File: config.mk
export PLATFORM = sky130hd
export DESIGN_NAME = mbf_loader
export DESIGN_NICKNAME = d
export VERILOG_FILES = /design/src/logic/mbf_pkg.sv /design/src/logic/mbf_loader.sv /design/src/logic/mbf_clkdiv.sv
export SDC_FILE = /design/constraint.sdc
export NUM_CORES = 1
export LEC_CHECK = 0
export BUFFER_PORTS_ARGS = -buffer_cell sky130_fd_sc_hd__buf_4
export CAP_MARGIN = 10
export CELL_PAD_IN_SITES_DETAIL_PLACEMENT = 1
export CELL_PAD_IN_SITES_GLOBAL_PLACEMENT = 1
export CORE_ASPECT_RATIO = 0.6
export CORE_MARGIN = 5
export CORE_UTILIZATION = 40
export CTS_CLUSTER_DIAMETER = 30
export DETAILED_ROUTE_END_ITERATION = 8
export PLACE_DENSITY_LB_ADDON = 0.1
export SLEW_MARGIN = 10
export SYNTH_ARGS = -nofsm -noshare
export SYNTH_HDL_FRONTEND = slang
export SYNTH_SLANG_ARGS = --single-unit
File: constraint.sdc
create_clock -name clk -period 8.7 [get_ports clk]
set_input_delay 1.305 -clock clk [delete_from_list [all_inputs] [get_ports clk]]
set_output_delay 1.305 -clock clk [all_outputs]
set_load 0.005 [all_outputs]
File: src/logic/mbf_pkg.sv
// Constants shared by the multi-image boot loader and its clock divider
package mbf_pkg;
   // ---------------------------------------------------------------
   // Clock rates in kHz and derived divider periods
   // ---------------------------------------------------------------
   localparam int unsigned CLK_KHZ = 100000;
   localparam int unsigned CFG_DEFAULT_KHZ = 2990;
   localparam int unsigned CFG_LOW_MAX_KHZ = 15380;
   localparam int unsigned CFG_HIGH_MAX_KHZ = 40000;
   localparam int unsigned PER_W = 8;
   // Least periods round up so the clock never exceeds its ceiling
   localparam logic [7:0] PER_DEFAULT = 8'((CLK_KHZ + CFG_DEFAULT_KHZ - 1) / CFG_DEFAULT_KHZ);
   localparam logic [7:0] PER_LOW_MIN = 8'((CLK_KHZ + CFG_LOW_MAX_KHZ - 1) / CFG_LOW_MAX_KHZ);
   localparam logic [7:0] PER_HIGH_MIN = 8'((CLK_KHZ + CFG_HIGH_MAX_KHZ - 1) / CFG_HIGH_MAX_KHZ);
   localparam logic [7:0] PER_ZERO = 8'h00;

   // ---------------------------------------------------------------
   // Command stream words
   // ---------------------------------------------------------------
   localparam logic [31:0] W_SYNC = 32'h01332D94;
   localparam logic [31:0] W_HDR_WARM_ADDR = 32'hAC000001;
   localparam logic [31:0] W_HDR_COMMAND = 32'hA8800001;
   localparam logic [31:0] W_NO_OPERATION = 32'hA0000000;
   localparam logic [31:0] W_CMD_WARM_RESTART = 32'h0000000F;
   localparam logic [31:0] W_CMD_RELEASE_LINK = 32'h0000000B;

   // ---------------------------------------------------------------
   // Addresses and reset values
   // ---------------------------------------------------------------
   localparam logic [31:0] IMAGE_ZERO_ADDR = 32'h00000000;
   localparam logic [31:0] WD_ZERO = 32'h00000000;
   localparam logic [31:0] WD_ONE = 32'h00000001;

   // ---------------------------------------------------------------
   // State encodings
   // ---------------------------------------------------------------
   typedef enum logic [2:0] {
      LD_BOOT = 3'h0,
      LD_LOAD = 3'h1,
      LD_USER = 3'h2,
      LD_FAILED = 3'h3
   } mbf_load_t;

   typedef enum logic [1:0] {
      PS_UNSYNC = 2'h0,
      PS_HEADER = 2'h1,
      PS_ADDR_DATA = 2'h2,
      PS_CMD_DATA = 2'h3
   } mbf_parse_t;
endpackage

File: src/logic/mbf_loader.sv
// Multi-image boot loader with version fallback, watchdog and warm restart
//
// Function
// RL1 - Flash clock is programmable, default 2.99MHz, capped 15.38MHz low or 40MHz high.
// RL2 - Power-up fetches image zero from flash address 0.
// RL3 - Configuration error resets all but fallback logic, then reloads older image.
// RL4 - Failing fallback image drops error flag low and raises flash select.
// RL5 - Images used for multi-booting must enable the watchdog.
// RL6 - ID mismatch, CRC error, watchdog timeout or authentication failure start fallback.
// RL7 - Warm restart loads from the warm restart address register.
// RL8 - Failed application falls back to golden image or previous good image.
// RL9 - Commands are ignored until the synchronisation word is seen.
// RL10 - Host precedes the stream with padding and bus-width detection words.
// RL11 - Address write is omitted when the golden image already set it.
// RL12 - Without golden image the host writes the start address.
// RL13 - Address header is followed by one word stored as restart address.
// RL14 - Command header with warm restart value starts a warm restart.
// RL15 - Host ends with release command and 100 no-operation words.
// RL16 - Warm restart without address write clears configuration memory.
// RL17 - Watchdog decrements once per configuration clock, flags timeout at zero.
// RL18 - Enabled watchdog timeout during master flash loading starts fallback.
// RL19 - Watchdog stays off during and after fallback until a warm restart.
// RL20 - Watchdog load value exceeds image length over bus width.
// RL21 - Host issues warm restart over JTAG or internal parallel port.
// RL22 - Host checks wake-complete before JTAG readback.
// RL23 - Sticky fallback record makes a second failure end configuration.
// RL24 - Watchdog loads its start value at load start or warm restart.
`timescale 1ns/100ps
module mbf_loader
   import mbf_pkg::*;
(
   // Clock and reset
   input wire logic clk,
   input wire logic reset,
   // Flash clock and master mode settings
   input wire logic high_speed_mode,
   input wire logic [7:0] cfg_clk_period,
   input wire logic spi_master_mode,
   // Image settings for the watchdog
   input wire logic wd_enable,
   input wire logic [31:0] wd_load_value,
   // Command word stream
   input wire logic cmd_valid,
   input wire logic [31:0] cmd_word,
   // Load progress and errors
   input wire logic load_done,
   input wire logic id_mismatch,
   input wire logic crc_error,
   input wire logic auth_fail,
   // Flash pins
   output logic flash_select_low,
   output logic flash_clk,
   // Load requests
   output logic load_start_q,
   output logic [31:0] load_addr_q,
   output logic cfg_reset_q,
   output logic mem_clear_q,
   // Status
   output logic config_error_low,
   output logic user_mode,
   output logic fallback_active,
   output logic wd_timeout_q,
   output logic [31:0] warm_restart_address_reg
);
   // ---------------------------------------------------------------
   // Flash clock
   // ---------------------------------------------------------------
   logic [7:0] per_min;
   logic [7:0] per_eff;
   logic sck;
   logic cfg_tick;

   assign per_min = high_speed_mode ? PER_HIGH_MIN : PER_LOW_MIN;
   assign per_eff = (cfg_clk_period == PER_ZERO) ? PER_DEFAULT :
                    (cfg_clk_period < per_min) ? per_min : cfg_clk_period; // RL1

   mbf_clkdiv u_div (
      .clk(clk),
      .reset(reset),
      .period(per_eff),
      .sck_q(sck),
      .tick_q(cfg_tick)
   );

   // ---------------------------------------------------------------
   // Command stream parser
   // ---------------------------------------------------------------
   mbf_parse_t ps_q;
   mbf_parse_t ps_d;
   logic addr_written_q;
   logic warm_cmd;
   logic addr_take;

   assign addr_take = cmd_valid && (ps_q == PS_ADDR_DATA);
   assign warm_cmd = cmd_valid && (ps_q == PS_CMD_DATA) && (cmd_word == W_CMD_WARM_RESTART); // RL14

   always_comb begin
      ps_d = ps_q;
      if (cmd_valid) begin
         unique case (ps_q)
            PS_UNSYNC: begin
               if (cmd_word == W_SYNC) begin
                  ps_d = PS_HEADER; // RL9
               end
            end
            PS_HEADER: begin
               if (cmd_word == W_HDR_WARM_ADDR) begin
                  ps_d = PS_ADDR_DATA; // RL13
               end else if (cmd_word == W_HDR_COMMAND) begin
                  ps_d = PS_CMD_DATA;
               end
            end
            PS_ADDR_DATA: begin
               ps_d = PS_HEADER;
            end
            PS_CMD_DATA: begin
               ps_d = (cmd_word == W_CMD_RELEASE_LINK) ? PS_UNSYNC : PS_HEADER;
            end
         endcase
      end
   end

   always_ff @(posedge clk or posedge reset) begin
      if (reset) begin
         ps_q <= PS_UNSYNC;
         addr_written_q <= 1'b0;
         warm_restart_address_reg <= IMAGE_ZERO_ADDR;
      end else begin
         ps_q <= ps_d;
         if (addr_take) begin
            warm_restart_address_reg <= cmd_word; // RL13
            addr_written_q <= 1'b1;
         end else if (cmd_valid && ps_q == PS_UNSYNC && cmd_word == W_SYNC) begin
            addr_written_q <= 1'b0;
         end
      end
   end

   // ---------------------------------------------------------------
   // Load sequencer and fallback record
   // ---------------------------------------------------------------
   mbf_load_t ld_q;
   mbf_load_t ld_d;
   logic fallback_q;
   logic [31:0] good_addr_q;
   logic wd_expire;
   logic err_any;
   logic warm_go;
   logic loading;

   assign loading = (ld_q == LD_LOAD);
   assign err_any = loading && (id_mismatch || crc_error || auth_fail || wd_expire); // RL6
   assign warm_go = warm_cmd && (ld_q == LD_LOAD || ld_q == LD_USER);

   always_comb begin
      ld_d = ld_q;
      unique case (ld_q)
         LD_BOOT: begin
            ld_d = LD_LOAD;
         end
         LD_LOAD: begin
            if (warm_go) begin
               ld_d = LD_LOAD;
            end else if (err_any && fallback_q) begin
               ld_d = LD_FAILED; // RL23
            end else if (!err_any && load_done) begin
               ld_d = LD_USER;
            end
         end
         LD_USER: begin
            if (warm_go) begin
               ld_d = LD_LOAD;
            end
         end
         LD_FAILED: begin
            ld_d = LD_FAILED; // RL4
         end
         default: begin
            ld_d = LD_FAILED;
         end
      endcase
   end

   always_ff @(posedge clk or posedge reset) begin
      if (reset) begin
         ld_q <= LD_BOOT;
         fallback_q <= 1'b0;
         good_addr_q <= IMAGE_ZERO_ADDR;
         load_addr_q <= IMAGE_ZERO_ADDR;
         load_start_q <= 1'b0;
         cfg_reset_q <= 1'b0;
         mem_clear_q <= 1'b0;
      end else begin
         ld_q <= ld_d;
         load_start_q <= 1'b0;
         cfg_reset_q <= 1'b0;
         mem_clear_q <= 1'b0;
         if (ld_q == LD_BOOT) begin
            load_addr_q <= IMAGE_ZERO_ADDR; // RL2
            load_start_q <= 1'b1;
         end else if (warm_go) begin
            load_addr_q <= warm_restart_address_reg; // RL7 RL11
            load_start_q <= 1'b1;
            fallback_q <= 1'b0;
            mem_clear_q <= !addr_written_q; // RL16
         end else if (err_any && !fallback_q) begin
            fallback_q <= 1'b1; // RL23
            cfg_reset_q <= 1'b1; // RL3
            load_addr_q <= good_addr_q; // RL8
            load_start_q <= 1'b1;
         end else if (loading && load_done && !err_any) begin
            good_addr_q <= load_addr_q;
         end
      end
   end

   assign flash_select_low = !loading; // RL4
   assign flash_clk = loading && sck;
   assign config_error_low = (ld_q != LD_FAILED); // RL4
   assign user_mode = (ld_q == LD_USER);
   assign fallback_active = fallback_q;

   // ---------------------------------------------------------------
   // Configuration watchdog
   // ---------------------------------------------------------------
   logic wd_active_q;
   logic [31:0] wd_cnt_q;
   logic wd_arm;

   // Armed only for a fresh load, never for a fallback load
   assign wd_arm = load_start_q && wd_enable && spi_master_mode && !fallback_q; // RL18 RL19
   // A stale count left from an ended or replaced load must not raise an error
   assign wd_expire = wd_active_q && cfg_tick && loading && !fallback_q && !wd_arm &&
                      (wd_cnt_q == WD_ONE);

   always_ff @(posedge clk or posedge reset) begin
      if (reset) begin
         wd_active_q <= 1'b0;
         wd_cnt_q <= WD_ZERO;
         wd_timeout_q <= 1'b0;
      end else begin
         if (wd_arm) begin
            wd_active_q <= 1'b1;
            wd_cnt_q <= wd_load_value; // RL24
            wd_timeout_q <= 1'b0;
         end else if (fallback_q || !loading) begin
            wd_active_q <= 1'b0; // RL19
         end else if (wd_active_q && cfg_tick) begin
            wd_cnt_q <= wd_cnt_q - WD_ONE; // RL17
            if (wd_cnt_q == WD_ONE) begin
               wd_timeout_q <= 1'b1; // RL17
               wd_active_q <= 1'b0;
            end
         end
      end
   end

   // ---------------------------------------------------------------
   // Checks
   // ---------------------------------------------------------------
   property p_clk_limit;
      @(posedge clk) disable iff (reset)
         per_eff >= (high_speed_mode ? PER_HIGH_MIN : PER_LOW_MIN);
   endproperty
   a_clk_limit: assert property (p_clk_limit) else $error("flash clock too fast"); // RL1

   property p_boot_addr;
      @(posedge clk) disable iff (reset)
         (ld_q == LD_BOOT) |=> load_start_q && (load_addr_q == IMAGE_ZERO_ADDR);
   endproperty
   a_boot_addr: assert property (p_boot_addr) else $error("boot not from zero"); // RL2

   property p_first_error;
      @(posedge clk) disable iff (reset)
         (err_any && !fallback_q && !warm_go) |=>
            cfg_reset_q && fallback_q && load_addr_q == $past(good_addr_q);
   endproperty
   a_first_error: assert property (p_first_error) else $error("fallback not started"); // RL3

   property p_second_error;
      @(posedge clk) disable iff (reset)
         (err_any && fallback_q && !warm_go) |=>
            (!config_error_low && flash_select_low && !cfg_reset_q) [*3];
   endproperty
   a_second_error: assert property (p_second_error) else $error("second failure not final"); // RL4

   property p_warm_addr;
      @(posedge clk) disable iff (reset)
         warm_go |=> load_start_q && load_addr_q == $past(warm_restart_address_reg) && !fallback_q;
   endproperty
   a_warm_addr: assert property (p_warm_addr) else $error("warm restart address wrong"); // RL7

   property p_sync;
      @(posedge clk) disable iff (reset)
         (ps_q == PS_UNSYNC && cmd_valid && cmd_word != W_SYNC) |=> ps_q == PS_UNSYNC;
   endproperty
   a_sync: assert property (p_sync) else $error("parsed before sync"); // RL9

   property p_addr_store;
      @(posedge clk) disable iff (reset)
         (ps_q == PS_HEADER && cmd_valid && cmd_word == W_HDR_WARM_ADDR) ##1 cmd_valid |=>
            warm_restart_address_reg == $past(cmd_word);
   endproperty
   a_addr_store: assert property (p_addr_store) else $error("address word not stored"); // RL13

   property p_mem_clear;
      @(posedge clk) disable iff (reset)
         warm_go |=> mem_clear_q == !$past(addr_written_q);
   endproperty
   a_mem_clear: assert property (p_mem_clear) else $error("memory clear wrong"); // RL16

   property p_wd_dec;
      @(posedge clk) disable iff (reset)
         (wd_active_q && cfg_tick && loading && !fallback_q && !wd_arm) |=>
            wd_cnt_q == $past(wd_cnt_q) - WD_ONE;
   endproperty
   a_wd_dec: assert property (p_wd_dec) else $error("watchdog not decrementing"); // RL17

   property p_wd_fallback;
      @(posedge clk) disable iff (reset)
         wd_expire && !fallback_q && !warm_go |=> fallback_q && cfg_reset_q;
   endproperty
   a_wd_fallback: assert property (p_wd_fallback) else $error("timeout ignored"); // RL18

   property p_wd_off;
      @(posedge clk) disable iff (reset)
         fallback_q |=> !wd_active_q || $past(warm_go);
   endproperty
   a_wd_off: assert property (p_wd_off) else $error("watchdog live in fallback"); // RL19
endmodule

File: src/logic/mbf_clkdiv.sv
// Programmable divider making the flash clock and its one-cycle tick
`timescale 1ns/100ps
module mbf_clkdiv
   import mbf_pkg::*;
(
   // Clock and reset
   input wire logic clk,
   input wire logic reset,
   // Period in system cycles
   input wire logic [7:0] period,
   // Divided clock level and rising-edge enable
   output logic sck_q,
   output logic tick_q
);
   logic [7:0] cnt_q;
   logic [7:0] cnt_d;
   logic wrap;

   assign wrap = (cnt_q >= period - 8'h01);
   assign cnt_d = wrap ? PER_ZERO : cnt_q + 8'h01;

   always_ff @(posedge clk or posedge reset) begin
      if (reset) begin
         cnt_q <= PER_ZERO;
         sck_q <= 1'b0;
         tick_q <= 1'b0;
      end else begin
         cnt_q <= cnt_d;
         sck_q <= (cnt_d < {1'b0, period[7:1]});
         tick_q <= wrap;
      end
   end
endmodule

# ---- After elaboration in Yosys (flattened, before gate mapping)
# Index checks and enable logic that the tools add are counted.
# Widths: inputs -> output; s select.
dict set report totals {
  out_inout_bits 73
  n_memories 0
  rom_bits 0
  ram_bits 0
  latchBits 0
  regBits 150
}
dict set report op_classes {
  n_addsub 3
  n_shift 0
  n_reduce_logical 48
  muxes 39
  magnitude_cmp 3
  n_div 0
  eq_ne 17
  n_mul 0
  bitwise 3
}
# cell n
set op_table {}
lappend op_table {{$mux 32} 6}
lappend op_table {{$eq 32x32->1 const B} 2}
lappend op_table {{$eq 32x4->1 const B} 2}
lappend op_table {{$eq 32x1->1 const B} 1}
lappend op_table {{$eq 32x25->1 const B} 1}
lappend op_table {{$sub 32x1->32 const B} 1}
lappend op_table {{$mux 8} 3}
lappend op_table {{$logic_and 1x1->1} 21}
lappend op_table {{$mux 1} 20}
lappend op_table {{$mux 3} 5}
lappend op_table {{$pmux 3 s3} 1}
lappend op_table {{$reduce_bool 3->1} 3}
lappend op_table {{$add 8x1->8 const B} 1}
lappend op_table {{$ge 8x8->1} 1}
lappend op_table {{$logic_not 8->1} 1}
lappend op_table {{$lt 8x3->1} 1}
lappend op_table {{$lt 8x7->1} 1}
lappend op_table {{$pmux 2 s4} 1}
lappend op_table {{$reduce_and 2->1} 4}
lappend op_table {{$reduce_bool 2->1} 4}
lappend op_table {{$sub 8x1->8 const B} 1}
lappend op_table {{$mux 2} 3}
lappend op_table {{$reduce_and 3->1} 2}
lappend op_table {{$logic_not 1->1} 5}
lappend op_table {{other kinds (14)} 22}

# ---- Longest topological paths before layout
dict set report depth {
  word_depth 14
  ltp_mapped 18
  ltp_nobuf 18
}

# ---- Hierarchy
# Synthesis repeated with hierarchy kept, for this count alone.
dict set report hier_totals {
  hier_cells 649
  hier_area_um2 7390.8
}
# mod seq_area_each_um2 area_per_inst_um2 cells_per_inst instances
set modules_own_cells {}
lappend modules_own_cells {mbf_loader 3478.3 6506.2 557 1}
lappend modules_own_cells {mbf_clkdiv 250.2 884.6 92 1}

# ---- Least setup slack after synthesis
# Ideal clock, no wire load.
dict set report synth_timing {
  kind {input port to flip-flop}
  startpoint {input cfg_clk_period[7]}
  endpoint {register u_div.sck_q}
  slack_ps 3368
  cell_stages 15
  arrival_time_ps 5238
  t_required_ps 8606
  cell_sequence {or4_1 > nor4_1 > mux2i_1 > nand3b_1 > or3_1 > xnor2_1 > ha_1 > nand4_1 > o311ai_1 > nor2_1 > ha_1 > a21o_1 > a21oi_1 > o21ai_0 > a211oi_1}
}
dict set report synth_via {
  elab_chain_cells 7
}
# item line
set synth_rtl {}
lappend synth_rtl {{start: declaration} mbf_loader.sv:37} ;# input wire logic [7:0] cfg_clk_period,
lappend synth_rtl {{$lt 8x3->1} mbf_loader.sv:75} ;# (cfg_clk_period < per_min) ? per_min : cfg_clk_period;
lappend synth_rtl {{$mux 8} mbf_loader.sv:75}
lappend synth_rtl {{$mux 8 *} mbf_loader.sv:74} ;# assign per_eff = (cfg_clk_period == PER_ZERO) ? PER_DEFAULT :
lappend synth_rtl {{$sub 8x1->8 *} mbf_clkdiv.sv:19} ;# assign wrap = (cnt_q >= period - 8'h01);
lappend synth_rtl {{$ge 8x8->1 *} mbf_clkdiv.sv:19}
lappend synth_rtl {{net u_div.wrap} mbf_clkdiv.sv:17} ;# logic wrap;
lappend synth_rtl {{$mux 8 *} mbf_clkdiv.sv:20} ;# assign cnt_d = wrap ? PER_ZERO : cnt_q + 8'h01;
lappend synth_rtl {{net u_div.cnt_d[2]} mbf_clkdiv.sv:16} ;# logic [7:0] cnt_d;
lappend synth_rtl {{$lt 8x7->1 *} mbf_clkdiv.sv:29} ;# sck_q <= (cnt_d < {1'b0, period[7:1]});
lappend synth_rtl {{end signal: assignment} mbf_clkdiv.sv:29}
lappend synth_rtl {{end: declaration} mbf_clkdiv.sv:12} ;# output logic sck_q,
# Mark *: on every way through the listed nets, which the timed path passes. The rest lies on a longest branch.
# A chain may end at the register's enable or synchronous reset.

# ---- Worst setup path in the final report
# Same ends and word-level chain as after synthesis.

==> impl_metrics.env <==
export IMPL_run_status="finished clean"
export IMPL_synth_edf_count=0
export IMPL_crit_family="simple AND/OR/NAND/NOR gates"
export IMPL_p_leak_nw=4.323
export IMPL_n_antenna_cell=0
export IMPL_drtAntennaViolNets=0
export IMPL_pwr_density_cell_nw_per_um2=229.8
export IMPL_cp_start_kind="input pin"
export IMPL_numCtsBuffers=17
export IMPL_ys_warn_count=0
export IMPL_pwr_share_comb_pct=21.0
export IMPL_drtIter0Drc=324
export IMPL_maxSlewViolCount=0
export IMPL_drive_gt1_share_pct=31.18
export IMPL_synth_seq_area_share_pct=50.78
export IMPL_drv_cap=0
export IMPL_core_area_um2=18070
export IMPL_drc=0
export IMPL_ir_drop_mv=0.1142
export IMPL_finalSetupViolations=0
export IMPL_cts_path_max_buffers=2
export IMPL_synth_most_common_cell="dfrtp_1"
export IMPL_die_y_um=114.9
export IMPL_yosys_area_top_type_share_pct=50.78
export IMPL_synth_top_area_cell="dfrtp_1"
export IMPL_crit_type="input pin to register"
export IMPL_cts_clk_slew_worst_paths_ps=60
export IMPL_fin_ws_ps=3261
export IMPL_synth_distinct_cells=51
export IMPL_worstPathRequired_ps=9020
export IMPL_cellInternalPower_w=0.001505
export IMPL_place_inst=1059
export IMPL_post_cts_buffers=0
export IMPL_start_util_pct=40.64
export IMPL_timing_fmax_mhz=183.8
export IMPL_fin_setup_tns_ps=0
export IMPL_crit_top_cell="ha_1"
export IMPL_pwr_share_clk_pct=36.4
export IMPL_synth_area_leaders="dfrtp_1 51%, mux2_2 9.4%, nand2_1 4.7%"
export IMPL_antenna_found_initial=0
export IMPL_io_pins=155
export IMPL_syn_to_final_growth_pct=27.91
export IMPL_h_tree_depth=4
export IMPL_period_minus_slack_ps=5439
export IMPL_grt_pass1_vias=6377
export IMPL_overflow=0
export IMPL_nets=944
export IMPL_syn_avg_cell_area_um2=10.77
export IMPL_synthArstFlopShare_pct=100.0
export IMPL_grt_pass1_wl_mm=34.07
export IMPL_hold_class="register to register"
export IMPL_synth_nets=788
export IMPL_preCtsSetupSlack_ps=2374
export IMPL_dpl_hpwl_mm=15.71
export IMPL_vias_per_cell=5.293
export IMPL_post_cts_resized=0
export IMPL_max_slew_margin_pct=28.36
export IMPL_netlist_area_um2=7342
export IMPL_dieWidth_um=184.9
export IMPL_slowest_delay_ps=720
export IMPL_final_setup_skew_ps=11.63
export IMPL_stdcell_area_um2=9392
export IMPL_synth_cells=682
export IMPL_crit_path_top_delay_cell="o311ai_2"
export IMPL_synth_common_cells="149 x dfrtp_1, 92 x nand2_1, 61 x mux2_2"
export IMPL_cts_hold_buf=0
export IMPL_worstPathMaxFanout=10
export IMPL_switching_share_pct=30.25
export IMPL_p_switching_w=0.0006527
export IMPL_path_cells="buf_4 -> or4_1 -> nor4_1 -> mux2i_1 -> nand3b_1 -> or3_1 -> xnor2_1 -> ha_1 -> nand4_1 -> o311ai_2 -> nor2_1 -> ha_1 -> a21o_1 -> a21oi_1 -> o21ai_0 -> a211oi_1"
export IMPL_die_area_um2=21250
export IMPL_grt_max_degree=91
export IMPL_cts_tree="yes"
export IMPL_fillers=2002
export IMPL_drt_first_pass_iters=4
export IMPL_stdcell_count=1090
export IMPL_tightest_slew_ps=1065
export IMPL_port_buffers=154
export IMPL_clock_sinks=149
export IMPL_synth_seq_cells=149
export IMPL_cp_num_buf_inv=1
export IMPL_final_hold_violation_count=0
export IMPL_vias=5769
export IMPL_synth_main_ff_cell="dfrtp_1"
export IMPL_clk_latency_ps=420
export IMPL_place_gp_congestion=0.8902
export IMPL_grt_usage_pct=20.46
export IMPL_p_seq_share_pct=42.6
export IMPL_place_area_um2=8758
export IMPL_clockRootBuffer="clkbuf_16"
export IMPL_num_rows=38
export IMPL_rsz0062_at_grt="false"
export IMPL_layout_worst_path_cycle_share_pct=62.52
export IMPL_cp_arrival_ps=5760
export IMPL_totalWireLength_mm=21.46
export IMPL_end_kind="register"
export IMPL_wl_per_cell_um=19.69
final timing paths:
kind	from	end	slack, ps	depth (start not counted)
setup / recovery	cfg_clk_period[7]	u_div.sck_q	3260	16
hold / removal	addr_written_q	mem_clear_q	440	1
setup reg to reg	ld_q[1]	wd_cnt_q[13]	5390	8
hold reg to reg	addr_written_q	mem_clear_q	440	1
max in group asynchronous	reset	good_addr_q[30]	6290	3
min in group asynchronous	reset	load_addr_q[1]	1050	2
power by group through the flow:
stage                     logic [W]  clock network (W)  registers, W
final                      0.000453           0.000786      0.000919
after global routing       0.000514           0.000829      0.000934
after CTS                  0.000459           0.000801      0.000919
after floorplan            0.000300                  0      0.000891
after detailed placement   0.000454                  0      0.000929
after global placement     0.000421                  0      0.000917
layout make-up:
class,instances,area [µm²],share of cell area (%)
clock inverters,8,147.6,1.572
multi-input cells,489,3445,36.68
clock buffers,23,478.0,5.089
inverters,19,76.32,0.8127
repair buffers,162,1216,12.95
flip-flops and latches,149,3729,39.70
well taps,240,300.3,3.197
per-layer routing:
layer | vias up | part of all wire (%) | global-route usage, % | wire length (µm)
met5 | - | 0 | 0 | 0
met4 | 0 | 0.80 | 5.230 | 172
met3 | 16 | 5.0 | 4.331 | 1074
met2 | 114 | 46 | 32.14 | 9863
met1 | 2929 | 48 | 29.17 | 10350
li1 | 2710 | - | - | -
logic make-up (layout without fill, tap and decap cells):
logic type / Yosys count / in the layout / synth area share, %
fa+ha+maj: 24 / 24 / 4.090
mux: 98 / 98 / 14.47
simple gates: 227 / 227 / 15.51
buf+inv: 44 / 212 / 2.624
compound gates: 98 / 98 / 7.516
flops: 149 / 149 / 50.78
xor+xnor: 42 / 42 / 5.010
through the flow:
stage          total power, W  hold slack, ps  util [%]
4_1_cts              0.002178           445.8     51.94
5_1_grt              0.002278           471.8     51.98
3_3_place_gp         0.001339           421.5     48.48
3_5_place_dp         0.001382           437.3     48.48
2_1_floorplan        0.001191           402.3         -
6_report             0.002158           439.4     51.98
placed cells by master (no fill, tap or decap), types with 20 or more instances in the layout:
cell / n
buf_4: 162
nor2_1: 35
o21ai_1: 27
o21ai_0: 41
dfrtp_1: 149
xnor2_1: 22
ha_1: 24
mux2i_1: 33
nand2_1: 92
mux2_2: 61
xor2_1: 20
Power figures use the tool's default switching activity.
